$ cat src/rtl/dmce_consts.vh
`ifndef DMCE_CONSTS_VH
`define DMCE_CONSTS_VH
// ************************************************
// command bytes received from the host
// ************************************************
`define DMCE_OP_NOP 8'h20
`define DMCE_OP_REGMAP 8'h21
`define DMCE_OP_RDMEM 8'h22
`define DMCE_OP_STACK 8'h23
`define DMCE_OP_WRREG 8'h24
`define DMCE_OP_WRMEM 8'h25
`define DMCE_OP_TRACE 8'h26
`define DMCE_OP_RETURN 8'h27
`define DMCE_OP_UNLOCK 8'h28
`define DMCE_OP_RDREG 8'h29
// ************************************************
// command codes handed to the service routine
// ************************************************
`define DMCE_CMD_NONE 4'h0
`define DMCE_CMD_REGMAP 4'h1
`define DMCE_CMD_RDMEM 4'h2
`define DMCE_CMD_STACK 4'h3
`define DMCE_CMD_WRREG 4'h4
`define DMCE_CMD_WRMEM 4'h5
`define DMCE_CMD_UNLOCK 4'h8
`define DMCE_CMD_RDREG 4'h9
// ************************************************
// shift-register status codes and vector
// ************************************************
`define DMCE_ST_NONDBG 2'h0
`define DMCE_ST_IDLE 2'h1
`define DMCE_ST_BUSY 2'h2
`define DMCE_ST_VALID 2'h3
`define DMCE_ROM_VECTOR 16'h8010
// ************************************************
// follow-on byte counts
// ************************************************
`define DMCE_CNT_ZERO 6'h00
`define DMCE_CNT_ONE 6'h01
`define DMCE_CNT_TWO 6'h02
`define DMCE_CNT_FOUR 6'h04
`define DMCE_CNT_PWD 6'h20
// ************************************************
// byte positions within a four byte stream
// ************************************************
`define DMCE_POS_B0 2'h0
`define DMCE_POS_B1 2'h1
`define DMCE_POS_B2 2'h2
`define DMCE_POS_B3 2'h3
`endif

$ cat src/rtl/dmce_engine.v
`timescale 1ns/1ps
`default_nettype none
`include "dmce_consts.vh"
module dmce_engine (
  input wire SYS_CLK,
  input wire RST,
  input wire DBG_ENTER,
  input wire IGE_AT_ENTRY,
  input wire SWITCHBACK_ENABLE,
  input wire LOW_POWER_CLOCK_MODE,
  input wire RX_VALID,
  input wire [7:0] RX_BYTE,
  output reg RX_READY,
  output reg TX_VALID,
  output reg [7:0] TX_BYTE,
  input wire TX_READY,
  input wire ROM_LOAD,
  input wire [7:0] ROM_BYTE,
  input wire ROM_DONE_FLAG,
  input wire STEP_DONE,
  output reg [15:0] DEBUG_ADDRESS_HOLDING,
  output reg [15:0] DEBUG_DATA_HOLDING,
  output reg [7:0] DEBUG_BYTE_BUFFER,
  output reg [3:0] DEBUG_CONTROL_REG,
  output reg TRANSFER_COMPLETE_FLAG,
  output reg ROM_DONE_CLEAR,
  output reg [1:0] STATUS,
  output reg ROM_ENABLE,
  output reg JUMP_ROM,
  output reg [15:0] JUMP_ADDR,
  output reg STACK_POP,
  output reg STACK_PUSH,
  output reg GLOBAL_INTERRUPT_ENABLE,
  output reg IGE_OVERRIDE,
  output reg CPU_HALT,
  output reg CPU_RUN_ONE,
  output reg FETCH_BLOCK,
  output reg BREAK_SUPPRESS,
  output reg TIMER_CLK_EN,
  output reg CLOCK_SWITCHBACK
);
  // ************************************************
  // engine states
  // ************************************************
  localparam S_BG = 7'h01;
  localparam S_IDLE = 7'h02;
  localparam S_COLLECT = 7'h04;
  localparam S_ROM = 7'h08;
  localparam S_STEP = 7'h10;
  localparam S_REENTER = 7'h20;
  localparam S_RET = 7'h40;

  reg [6:0] state_r;
  reg [7:0] op_r;
  reg [5:0] need_r;
  reg [5:0] got_r;
  reg [1:0] pos_r;
  reg ige_entry_r;
  // two-entry skid buffer in the receive path
  reg [7:0] buf_data_r [0:1];
  reg [1:0] buf_cnt_r;
  reg buf_wp_r;
  reg buf_rp_r;
  wire buf_take;
  wire buf_push;
  wire [7:0] head_byte;

  // follow-on byte count for a command; unknown codes need none
  function [5:0] follow_count;
    input [7:0] op;
    begin
      case (op)
        `DMCE_OP_RDMEM: follow_count = `DMCE_CNT_FOUR;
        `DMCE_OP_STACK: follow_count = `DMCE_CNT_FOUR;
        `DMCE_OP_WRREG: follow_count = `DMCE_CNT_FOUR;
        `DMCE_OP_WRMEM: follow_count = `DMCE_CNT_FOUR;
        `DMCE_OP_UNLOCK: follow_count = `DMCE_CNT_PWD;
        `DMCE_OP_RDREG: follow_count = `DMCE_CNT_TWO;
        default: follow_count = `DMCE_CNT_ZERO;
      endcase
    end
  endfunction

  // code handed to the service routine
  function [3:0] cmd_code;
    input [7:0] op;
    begin
      case (op)
        `DMCE_OP_REGMAP: cmd_code = `DMCE_CMD_REGMAP;
        `DMCE_OP_RDMEM: cmd_code = `DMCE_CMD_RDMEM;
        `DMCE_OP_STACK: cmd_code = `DMCE_CMD_STACK;
        `DMCE_OP_WRREG: cmd_code = `DMCE_CMD_WRREG;
        `DMCE_OP_WRMEM: cmd_code = `DMCE_CMD_WRMEM;
        `DMCE_OP_UNLOCK: cmd_code = `DMCE_CMD_UNLOCK;
        `DMCE_OP_RDREG: cmd_code = `DMCE_CMD_RDREG;
        default: cmd_code = `DMCE_CMD_NONE;
      endcase
    end
  endfunction

  // ************************************************
  // receive buffer
  // ************************************************
  // engine only drains bytes while idle or collecting, so the host stalls
  assign head_byte = buf_data_r[buf_rp_r];
  assign buf_push = RX_VALID && RX_READY;
  assign buf_take = (buf_cnt_r != 2'h0) && ((state_r == S_IDLE) || (state_r == S_COLLECT));
  always @(posedge SYS_CLK) begin
    if (RST) begin
      buf_cnt_r <= 2'h0;
      buf_wp_r <= 1'b0;
      buf_rp_r <= 1'b0;
      RX_READY <= 1'b0;
    end else begin
      if (buf_push) begin
        buf_data_r[buf_wp_r] <= RX_BYTE;
        buf_wp_r <= ~buf_wp_r;
      end
      if (buf_take)
        buf_rp_r <= ~buf_rp_r;
      case ({buf_push, buf_take})
        2'h2: buf_cnt_r <= buf_cnt_r + 2'h1;
        2'h1: buf_cnt_r <= buf_cnt_r - 2'h1;
        default: buf_cnt_r <= buf_cnt_r;
      endcase
      // registered ready: free room after this cycle's push and pop
      RX_READY <= ((buf_cnt_r + {1'b0, buf_push} - {1'b0, buf_take}) < 2'h2)
        && (state_r != S_BG);
    end
  end

  // ************************************************
  // transmit path for register map and register read bytes
  // ************************************************
  always @(posedge SYS_CLK) begin
    if (RST) begin
      TX_VALID <= 1'b0;
      TX_BYTE <= 8'h00;
      TRANSFER_COMPLETE_FLAG <= 1'b0;
      DEBUG_BYTE_BUFFER <= 8'h00;
    end else begin
      // a load in the same cycle as the transfer end wins for the flag; for TX_VALID the transfer end wins and the byte is lost
      if (ROM_LOAD) begin
        DEBUG_BYTE_BUFFER <= ROM_BYTE;
        TRANSFER_COMPLETE_FLAG <= 1'b1;
      end else if (TX_VALID && TX_READY) begin
        TRANSFER_COMPLETE_FLAG <= 1'b0;
      end else if (buf_take && (state_r == S_COLLECT) && (op_r == `DMCE_OP_UNLOCK)) begin
        DEBUG_BYTE_BUFFER <= head_byte;
      end
      if (TX_VALID && TX_READY)
        TX_VALID <= 1'b0;
      else if (ROM_LOAD && (state_r == S_ROM)) begin
        TX_VALID <= 1'b1;
        TX_BYTE <= ROM_BYTE;
      end
    end
  end

  // ************************************************
  // command engine
  // ************************************************
  always @(posedge SYS_CLK) begin
    if (RST) begin
      state_r <= S_BG;
      op_r <= `DMCE_OP_NOP;
      need_r <= `DMCE_CNT_ZERO;
      got_r <= `DMCE_CNT_ZERO;
      pos_r <= `DMCE_POS_B0;
      ige_entry_r <= 1'b0;
      DEBUG_ADDRESS_HOLDING <= 16'h0000;
      DEBUG_DATA_HOLDING <= 16'h0000;
      DEBUG_CONTROL_REG <= `DMCE_CMD_NONE;
      ROM_DONE_CLEAR <= 1'b0;
      STATUS <= `DMCE_ST_NONDBG;
      ROM_ENABLE <= 1'b0;
      JUMP_ROM <= 1'b0;
      JUMP_ADDR <= 16'h0000;
      STACK_POP <= 1'b0;
      STACK_PUSH <= 1'b0;
      GLOBAL_INTERRUPT_ENABLE <= 1'b0;
      IGE_OVERRIDE <= 1'b0;
      CPU_HALT <= 1'b0;
      CPU_RUN_ONE <= 1'b0;
      FETCH_BLOCK <= 1'b0;
      BREAK_SUPPRESS <= 1'b0;
      TIMER_CLK_EN <= 1'b1;
      CLOCK_SWITCHBACK <= 1'b0;
    end else begin
      // one-cycle strobes default low
      JUMP_ROM <= 1'b0;
      STACK_POP <= 1'b0;
      STACK_PUSH <= 1'b0;
      CPU_RUN_ONE <= 1'b0;
      ROM_DONE_CLEAR <= 1'b0;
      BREAK_SUPPRESS <= 1'b0;
      case (state_r)
        S_BG: begin
          if (DBG_ENTER) begin
            // entry push may overwrite the oldest slot when the stack is full
            STACK_PUSH <= 1'b1;
            ige_entry_r <= IGE_AT_ENTRY;
            GLOBAL_INTERRUPT_ENABLE <= 1'b0;
            CPU_HALT <= 1'b1;
            TIMER_CLK_EN <= 1'b0;
            CLOCK_SWITCHBACK <= SWITCHBACK_ENABLE && LOW_POWER_CLOCK_MODE;
            STATUS <= `DMCE_ST_IDLE;
            state_r <= S_IDLE;
          end
        end
        S_IDLE: begin
          if (buf_take) begin
            op_r <= head_byte;
            need_r <= follow_count(head_byte);
            got_r <= `DMCE_CNT_ZERO;
            pos_r <= `DMCE_POS_B0;
            if (head_byte == `DMCE_OP_TRACE) begin
              STATUS <= `DMCE_ST_BUSY;
              STACK_POP <= 1'b1;
              GLOBAL_INTERRUPT_ENABLE <= ige_entry_r;
              IGE_OVERRIDE <= 1'b1;
              CPU_HALT <= 1'b0;
              CPU_RUN_ONE <= 1'b1;
              state_r <= S_STEP;
            end else if (head_byte == `DMCE_OP_RETURN) begin
              STACK_POP <= 1'b1;
              GLOBAL_INTERRUPT_ENABLE <= ige_entry_r;
              state_r <= S_RET;
            end else if (head_byte == `DMCE_OP_REGMAP) begin
              DEBUG_CONTROL_REG <= cmd_code(head_byte);
              ROM_ENABLE <= 1'b1;
              JUMP_ROM <= 1'b1;
              JUMP_ADDR <= `DMCE_ROM_VECTOR;
              STATUS <= `DMCE_ST_VALID;
              state_r <= S_ROM;
            end else if (follow_count(head_byte) != `DMCE_CNT_ZERO) begin
              state_r <= S_COLLECT;
              if (head_byte == `DMCE_OP_UNLOCK) begin
                // unlock vectors at once and feeds bytes as they arrive
                DEBUG_CONTROL_REG <= `DMCE_CMD_UNLOCK;
                ROM_ENABLE <= 1'b1;
                JUMP_ROM <= 1'b1;
                JUMP_ADDR <= `DMCE_ROM_VECTOR;
                STATUS <= `DMCE_ST_BUSY;
              end
            end
            // other encodings are dropped and status stays idle
          end
        end
        S_COLLECT: begin
          if (buf_take) begin
            pos_r <= pos_r + 2'h1;
            got_r <= got_r + `DMCE_CNT_ONE;
            // address low, address high, then count or data low, high
            case (pos_r)
              `DMCE_POS_B0: DEBUG_ADDRESS_HOLDING[7:0] <= head_byte;
              `DMCE_POS_B1: DEBUG_ADDRESS_HOLDING[15:8] <= head_byte;
              `DMCE_POS_B2: DEBUG_DATA_HOLDING[7:0] <= head_byte;
              `DMCE_POS_B3: DEBUG_DATA_HOLDING[15:8] <= head_byte;
              default: DEBUG_ADDRESS_HOLDING <= DEBUG_ADDRESS_HOLDING;
            endcase
            // wait for the full count; there is no timeout
            if (got_r + `DMCE_CNT_ONE == need_r) begin
              state_r <= S_ROM;
              if (op_r != `DMCE_OP_UNLOCK) begin
                DEBUG_CONTROL_REG <= cmd_code(op_r);
                ROM_ENABLE <= 1'b1;
                JUMP_ROM <= 1'b1;
                JUMP_ADDR <= `DMCE_ROM_VECTOR;
                STATUS <= (op_r == `DMCE_OP_RDREG) ? `DMCE_ST_VALID : `DMCE_ST_BUSY;
              end
            end
          end
        end
        S_ROM: begin
          // routine reports done; engine acknowledges and goes idle
          if (ROM_DONE_FLAG && !TX_VALID && !ROM_DONE_CLEAR) begin
            ROM_DONE_CLEAR <= 1'b1;
            DEBUG_CONTROL_REG <= `DMCE_CMD_NONE;
            STATUS <= `DMCE_ST_IDLE;
            state_r <= S_IDLE;
          end
        end
        S_STEP: begin
          if (STEP_DONE) begin
            FETCH_BLOCK <= 1'b1;
            CPU_HALT <= 1'b1;
            STACK_PUSH <= 1'b1;
            JUMP_ROM <= 1'b1;
            JUMP_ADDR <= `DMCE_ROM_VECTOR;
            GLOBAL_INTERRUPT_ENABLE <= 1'b0;
            state_r <= S_REENTER;
          end
        end
        S_REENTER: begin
          FETCH_BLOCK <= 1'b0;
          IGE_OVERRIDE <= 1'b0;
          STATUS <= `DMCE_ST_IDLE;
          state_r <= S_IDLE;
        end
        S_RET: begin
          // ige was restored on the pop cycle; now release the cpu
          CPU_HALT <= 1'b0;
          ROM_ENABLE <= 1'b0;
          TIMER_CLK_EN <= 1'b1;
          BREAK_SUPPRESS <= 1'b1;
          CLOCK_SWITCHBACK <= 1'b0;
          STATUS <= `DMCE_ST_NONDBG;
          state_r <= S_BG;
        end
        default: state_r <= S_BG;
      endcase
    end
  end
endmodule // dmce_engine
`default_nettype wire

$ cat config.mk
export PLATFORM = sky130hd
export DESIGN_NAME = dmce_engine
export DESIGN_NICKNAME = d
export VERILOG_FILES = /design/src/rtl/dmce_engine.v
export VERILOG_INCLUDE_DIRS = /design/src /design/src/rtl
export SDC_FILE = /design/constraint.sdc
export NUM_CORES = 1
export LEC_CHECK = 0
export BUFFER_PORTS_ARGS = -buffer_cell sky130_fd_sc_hd__buf_2
export CORE_ASPECT_RATIO = 0.6
export CORE_MARGIN = 5
export CORE_UTILIZATION = 23
export DETAILED_ROUTE_END_ITERATION = 8
export GPL_ROUTABILITY_DRIVEN = 0
export HOLD_SLACK_MARGIN = 0.08
export SLEW_MARGIN = 10
export SYNTH_ARGS = -nofsm -noshare
export SYNTH_HDL_FRONTEND = slang
export SYNTH_SLANG_ARGS = --single-unit
$ cat constraint.sdc
create_clock -name SYS_CLK -period 2.8 [get_ports SYS_CLK]
set_input_delay 0.14 -clock SYS_CLK [delete_from_list [all_inputs] [get_ports SYS_CLK]]
set_output_delay 0.14 -clock SYS_CLK [all_outputs]
set_load 0.02 [all_outputs]
==> metrics, run 1 <==
number of vias per cell=4.58; number of design-rule violations left by the first detailed-router iteration=407; P_sw=0.00151 W; Boundary Pins=113; Setup Total Neg Slack=0 ps; run status=finished, final reports clean; vias after detailed routing=4668; switch share=30.3%; fmax=389 MHz; Bufs on Longest Clock Path=2; pre-CTS setup slack=265 ps; post-synthesis async set-or-reset flop share=0%; mean cell area of the mapped netlist=9.55 sq um; WL final=16700 um; H-tree lvl count=4; worst max-slew margin expressed relative to the limit=27.0%; total power draw=0.00498 W; Port Buf Inserts=98; leading register cell type out of synthesis=sky130_fd_sc_hd__dfxtp_1; Die Height=130 um; DR WL/cell=16.3 um; clock network fraction of total power=44.9%; share of final-layout standard cells stronger than drive strength 1=26.4%; clock slew seen by the registers of the worst setup and hold paths=60 ps; flops & latches, synth=119; class of the worst hold path=input port to flip-flop; final period utilization=91.7%; Initial Utilization=23.5%; time the worst path needs with I/O delays and setup=2570 ps; clk_skew=13.9 ps; largest net degree at the start of global routing=62; commonest cells after routing, fill and taps aside=sky130_fd_sc_hd__dfxtp_1 (103), sky130_fd_sc_hd__nor2_1 (97), sky130_fd_sc_hd__buf_2 (97), sky130_fd_sc_hd__a211oi_1 (40), sky130_fd_sc_hd__nand2_1 (35); Max-cap violations=0; synthesized netlist cell count=574; Clk Latency, worst-skew pair=420 ps; first drt pass iteration count=5; floorplan die width=209 um; register area share after synthesis=46.4%; number of flops mapped to enable cells by yosys=16; most common library cell in the layout ignoring fill and taps=sky130_fd_sc_hd__dfxtp_1; number of antenna violations at the first check in global routing=0; transition time of the tightest slew-check pin=1090 ps; power per cell area=706 nW/um^2; Final Hold Violating Endpoints=0; number of nets in the finished design=726; maximum fanout count along the critical path=11; arrival time of the worst setup path=2930 ps; tightest hold margin=157 ps; share of the core filled with cells=30.3%; register share of total power=38.4%; Leak Pwr=2.79 nW; number of CTS-inserted buffers=17; relative contribution of combinational cells to total power=16.8%; GRT Util Overall=12.3%; post-synth cell types=76; CORE AREA=23300 sq um; clock root cell=sky130_fd_sc_hd__clkbuf_16; unrepaired setup endpoints after global routing=false; Worst setup SP type=flip-flop; cell taking the most area after synthesis=sky130_fd_sc_hd__dfxtp_1; Area growth syn-to-layout=28.6%; Pins Over Slew Limit=0; Setup-failing EPs final=0; top-area cell type share of the netlist area=37.6%; wire length of the first global-routing pass=25600 um; number of core rows=43; type of the setup path with the least slack=flip-flop to flip-flop; number of global-route vias before repair=4319; required arrival time at the worst endpoint=3160 ps; CTS sink count=119; Final ANT Viol Nets=0; worst voltage drop across the vdd grid=0.000375 V; detailed-route DRC error count=0; die area=27100 sq um; hpwl dp=12200 um; final setup slack of the worst path=232 ps; most area-consuming cells after synthesis=sky130_fd_sc_hd__dfxtp_1 (38%), sky130_fd_sc_hd__edfxtp_1 (8.8%), sky130_fd_sc_hd__nor2_1 (6.6%), sky130_fd_sc_hd__a211oi_1 (5.5%), sky130_fd_sc_hd__mux2i_1 (4.6%); kind of capture point of the worst setup path=flip-flop; diode count=0; TritonCTS clock tree=built; Syn Std Cell Area=5480 sq um; count of warnings emitted by yosys=0; sum of overflow across all layers after global routing=0; Filler Cells Inserted=2469; Internal Pwr Total=0.00347 W
## logic make-up (layout without fill, tap and decap cells)
logic type | after synthesis | count (layout) | share of synthesized area [%]
XOR/XNOR | 14 | 14 | 2.51
other | 1 | 14 | 0.0684
flip-flops | 119 | 119 | 46.4
AO/OA/AOI/OAI | 127 | 127 | 16.7
adder cells (fa/ha/maj) | 7 | 7 | 1.60
AND/OR/NAND/NOR | 216 | 216 | 20.5
buffers and inverters | 59 | 177 | 6.34
multiplexers | 31 | 31 | 5.91
## worst max-delay path: stages (launching register included)
cell	delay, ps
sky130_fd_sc_hd__dfxtp_1	630
sky130_fd_sc_hd__nor3_4	80
sky130_fd_sc_hd__nand3_1	190
sky130_fd_sc_hd__nor2_1	80
sky130_fd_sc_hd__nor2_1	410
sky130_fd_sc_hd__inv_1	220
sky130_fd_sc_hd__ha_1	380
sky130_fd_sc_hd__or3_1	380
sky130_fd_sc_hd__a21oi_1	140
## power by group through the flow
stage	sequential, W	combinational, W	clock [W]
5_1_grt	0.00192	0.000901	0.00236
2_1_floorplan	0.00195	0.000580	0
3_3_place_gp	0.00194	0.000801	0
4_1_cts	0.00191	0.000829	0.00228
3_5_place_dp	0.00194	0.000799	0
6_report	0.00191	0.000834	0.00224
## Yosys cell counts (all sizes together), types with 4 or more instances
cell,instances
buf,38
o211ai,4
mux2i,26
a31oi,8
nand3,18
a21oi,28
nand2,36
nor2,99
xnor2,6
nor2b,6
ha,7
mux2,5
clkbuf,14
and3,13
inv,7
nor4,5
xor2,7
dfxtp,103
nor3,13
o21ai,18
edfxtp,16
a211oi,41
## metrics by stage
| stage | instances | cell area (sq um) |
|---|---|---|
| floorplan | 587 | 5530 |
| global placement | 966 | 6230 |
| detailed placement | 966 | 6230 |
| CTS | 1020 | 7050 |
| global route | 1020 | 7050 |
| finish | 1020 | 7050 |
## path summary, 6_finish.rpt
kind          startpoint      endpoint  slack, ps  cells past startpoint
max           state_r[1]  buf_cnt_r[1]        230                      8
min                  RST      TX_VALID        160                      2
max reg2reg   state_r[1]  buf_cnt_r[1]        230                      8
min reg2reg  FETCH_BLOCK   FETCH_BLOCK        450                      2
## sequential cells by signal, summed over array words and instances, names as in the netlist, 3 cells and up, named ones only
register and count:
DEBUG_ADDRESS_HOLDING 16, DEBUG_DATA_HOLDING 16, buf_data_r 16, DEBUG_BYTE_BUFFER 8, TX_BYTE 8, op_r 8, state_r 7, got_r 6
DEBUG_CONTROL_REG 4, need_r 3
## metal layers
layer  vias to the layer above  part of all wire (%)  wire (um)  GRT usage (%)
li1                       2280                     -          -              -
met1                      2202                    54       9020           19.5
met2                       175                    38       6300           15.7
met3                        11                   7.1       1180           3.92
met4                         0                   1.0        167           2.84
met5                         -                     0          0              0
## repair_timing
item / in CTS / in global routing
setup buffers: 0 / 0
hold buffers: 22 / 0
endpoints found under the setup margin: 0 / 1
gates resized for setup: 0 / 1
endpoints found under the hold margin: 32 / 0
## cell type report
| class | instances | area, sq um | share of cell area (%) |
|---|---|---|---|
| sequential | 119 | 2540 | 36.0 |
| inverter | 7 | 26.3 | 0.372 |
| timing repair buffer | 138 | 848 | 12.0 |
| multi-input combinational | 409 | 2650 | 37.6 |
| clock buffer | 17 | 425 | 6.03 |
| clock inverter | 15 | 168 | 2.38 |
| tap | 315 | 394 | 5.59 |
No activity file was read; power rests on OpenSTA's default activity.
==> run 2, diff against run 1 <==
--- a/config.mk
+++ b/config.mk
@@ -8,7 +8,7 @@
 export LEC_CHECK = 0
 export BUFFER_PORTS_ARGS = -buffer_cell sky130_fd_sc_hd__buf_2
 export CORE_ASPECT_RATIO = 0.6
-export CORE_MARGIN = 5
+export CORE_MARGIN = 3
 export CORE_UTILIZATION = 23
 export DETAILED_ROUTE_END_ITERATION = 8
 export GPL_ROUTABILITY_DRIVEN = 0
==> run 2 against run 1 <==
Cell area is 1.1% higher. Via count is 0.60% lower. Critical path depth is 1 lower. Clock-buffer cell count is 4 higher. Non-clock buffer count is 4 higher. Hold slack better by 20 ps. Global-route usage is 0.37 points higher. Cell count is 0.39% higher. Sequential share of layout area is 0.40 points lower. Clock skew is 0.97 ps lower. Setup slack worse by 5.5 ps. Critical endpoint is now STATUS[1].
==> metrics, run 2 (synthesis results as in run 1) <==
run status=finished, final reports clean (unchanged); TritonCTS clock tree=built (unchanged); register-to-register path setup slack=230 ps (about the same); number of nets in the finished design=730 (was 726); worst voltage drop across the vdd grid=0.000390 V (was 0.000375 V); cell depth of the worst hold path=3 (was 2); tightest hold margin=177 ps (was 157 ps); Max-cap violations=0 (unchanged); Port Buf Inserts=98 (unchanged); Pins Over Slew Limit=0 (unchanged); largest net degree at the start of global routing=58 (was 62); DR WL/cell=15.8 um (was 16.3 um); P_sw=0.00141 W (was 0.00151 W); number of gates resized after cts=0 (unchanged); number of core rows=43 (unchanged); diode count=0 (unchanged); type of the setup path with the least slack=flip-flop to flip-flop (unchanged); vias after detailed routing=4640 (was 4668); GRT Util Overall=12.7% (was 12.3%); kind of capture point of the worst setup path=flip-flop (unchanged); FF-to-FF path depth=7 (was 8); share of final-layout standard cells stronger than drive strength 1=26.4% (about the same); Area growth syn-to-layout=30.1% (was 28.6%); clock network fraction of total power=46.5% (was 44.9%); switch share=27.4% (was 30.3%); total power draw=0.00515 W (was 0.00498 W); Internal Pwr Total=0.00374 W (was 0.00347 W); sum of overflow across all layers after global routing=0 (unchanged); die area=25800 sq um (was 27100 sq um); Setup Total Neg Slack=0 ps (unchanged); worst reg2reg endpoint=STATUS[1] (was buf_cnt_r[1]); hold_buf cts=22 (unchanged); Filler Cells Inserted=2476 (was 2469); clock root cell=sky130_fd_sc_hd__clkbuf_16 (unchanged); Boundary Pins=113 (unchanged); number of design-rule violations left by the first detailed-router iteration=389 (was 407); hpwl dp=11800 um (was 12200 um); worst max-slew margin expressed relative to the limit=53.0% (was 27.0%); Setup-failing EPs final=0 (unchanged); Clk Latency, worst-skew pair=410 ps (was 420 ps); number of vias per cell=4.53 (was 4.58); H-tree lvl count=4 (unchanged); number of CTS-inserted buffers=17 (unchanged); WL final=16200 um (was 16700 um); maximum fanout count along the critical path=10 (was 11); Leak Pwr=2.83 nW (was 2.79 nW); required arrival time at the worst endpoint=3090 ps (was 3160 ps); relative contribution of combinational cells to total power=16.6% (was 16.8%); clock slew seen by the registers of the worst setup and hold paths=60 ps (about the same); fmax=389 MHz (about the same); wire length of the first global-routing pass=25000 um (was 25600 um); CTS sink count=119 (unchanged); time the worst path needs with I/O delays and setup=2570 ps (about the same); count of buffers added by post-CTS timing repair for setup=0 (unchanged); power per cell area=723 nW/um^2 (was 706 nW/um^2); register share of total power=36.9% (was 38.4%); clk_skew=12.9 ps (was 13.9 ps); unrepaired setup endpoints after global routing=false (unchanged); area taken by multi-input logic gates=2640 sq um (was 2650 sq um); number of antenna violations at the first check in global routing=0 (unchanged); first drt pass iteration count=5 (unchanged); class of the worst hold path=input port to flip-flop (unchanged); number of global-route vias before repair=4280 (was 4319); Initial Utilization=23.6% (was 23.5%); area taken by flip-flops and latches=2540 sq um (unchanged); CORE AREA=23200 sq um (was 23300 sq um); final period utilization=91.9% (was 91.7%); floorplan die width=205 um (was 209 um); commonest cells after routing, fill and taps aside=sky130_fd_sc_hd__dfxtp_1 (103), sky130_fd_sc_hd__nor2_1 (97), sky130_fd_sc_hd__buf_2 (97), sky130_fd_sc_hd__a211oi_1 (40), sky130_fd_sc_hd__nand2_1 (35) (unchanged); most common library cell in the layout ignoring fill and taps=sky130_fd_sc_hd__dfxtp_1 (unchanged); Regs by FF count=DEBUG_ADDRESS_HOLDING: 16 flops, DEBUG_DATA_HOLDING: 16 flops, buf_data_r: 16 flops (unchanged); detailed-route DRC error count=0 (unchanged); Die Height=126 um (was 130 um); crit path capture=STATUS[1] (was buf_cnt_r[1]); Worst setup SP type=flip-flop (unchanged); Bufs on Longest Clock Path=2 (unchanged); arrival time of the worst setup path=2870 ps (was 2930 ps); transition time of the tightest slew-check pin=703 ps (was 1090 ps); Final Hold Violating Endpoints=0 (unchanged); Final ANT Viol Nets=0 (unchanged)
-- run 2: power by group through the flow --
| stage | logic, W | registers [W] | clock network [W] |
|---|---|---|---|
| floorplan | 0.000580 | 0.00195 | 0 |
| global placement | 0.000820 | 0.00193 | 0 |
| detailed placement | 0.000819 | 0.00194 | 0 |
| CTS | 0.000851 | 0.00190 | 0.00246 |
| global route | 0.000928 | 0.00191 | 0.00255 |
| finish | 0.000857 | 0.00190 | 0.00240 |
-- run 2: routing by layer --
metal  vias to the layer above  GRT usage [%]  part of all wire (%)
met5                         -              0                     0
met4                         0           2.93                  0.54
met3                         6           3.95                   6.6
met2                       163           16.2                    40
met1                      2183           20.1                    53
li1                       2288              -                     -
-- run 2: critical path, cell delays in order, from the launching register on --
cell                       delay, ps
sky130_fd_sc_hd__dfxtp_1         410
sky130_fd_sc_hd__buf_4           230
sky130_fd_sc_hd__nor3_1          400
sky130_fd_sc_hd__a22o_1          320
sky130_fd_sc_hd__a21oi_2         120
sky130_fd_sc_hd__a221oi_2        420
sky130_fd_sc_hd__and3_1          250
sky130_fd_sc_hd__mux2_1          320
-- run 2: worst min-delay path by stage --
stage	endpoint	slack, ps	from
after floorplan	buf_data_r[0][0]	240	RX_BYTE[0]
after global placement	buf_data_r[0][3]	330	RX_BYTE[3]
after detailed placement	buf_data_r[0][3]	330	RX_BYTE[3]
after CTS	STACK_PUSH	160	DBG_ENTER
after global routing	ROM_DONE_CLEAR	160	ROM_DONE_FLAG
final	ROM_DONE_CLEAR	180	ROM_DONE_FLAG
-- run 2: layout make-up --
type | count | share of cell area (%)
clock inverter | 11 | 2.37
tap | 315 | 5.52
timing repair buffer | 142 | 12.3
multi-input combinational | 409 | 37.0
inverter | 7 | 0.368
sequential | 119 | 35.6
clock buffer | 21 | 6.75
-- run 2: through the flow --
| stage | cells | util, % | cell area, sq um | worst slack (ps) |
|---|---|---|---|---|
| after global routing | 1024 | 30.7 | 7130 | 42.4 |
| after floorplan | 587 | - | 5530 | 532 |
| after global placement | 970 | 26.9 | 6260 | 399 |
| final | 1024 | 30.7 | 7130 | 227 |
| after detailed placement | 970 | 26.9 | 6260 | 311 |
| after CTS | 1024 | 30.7 | 7130 | 289 |
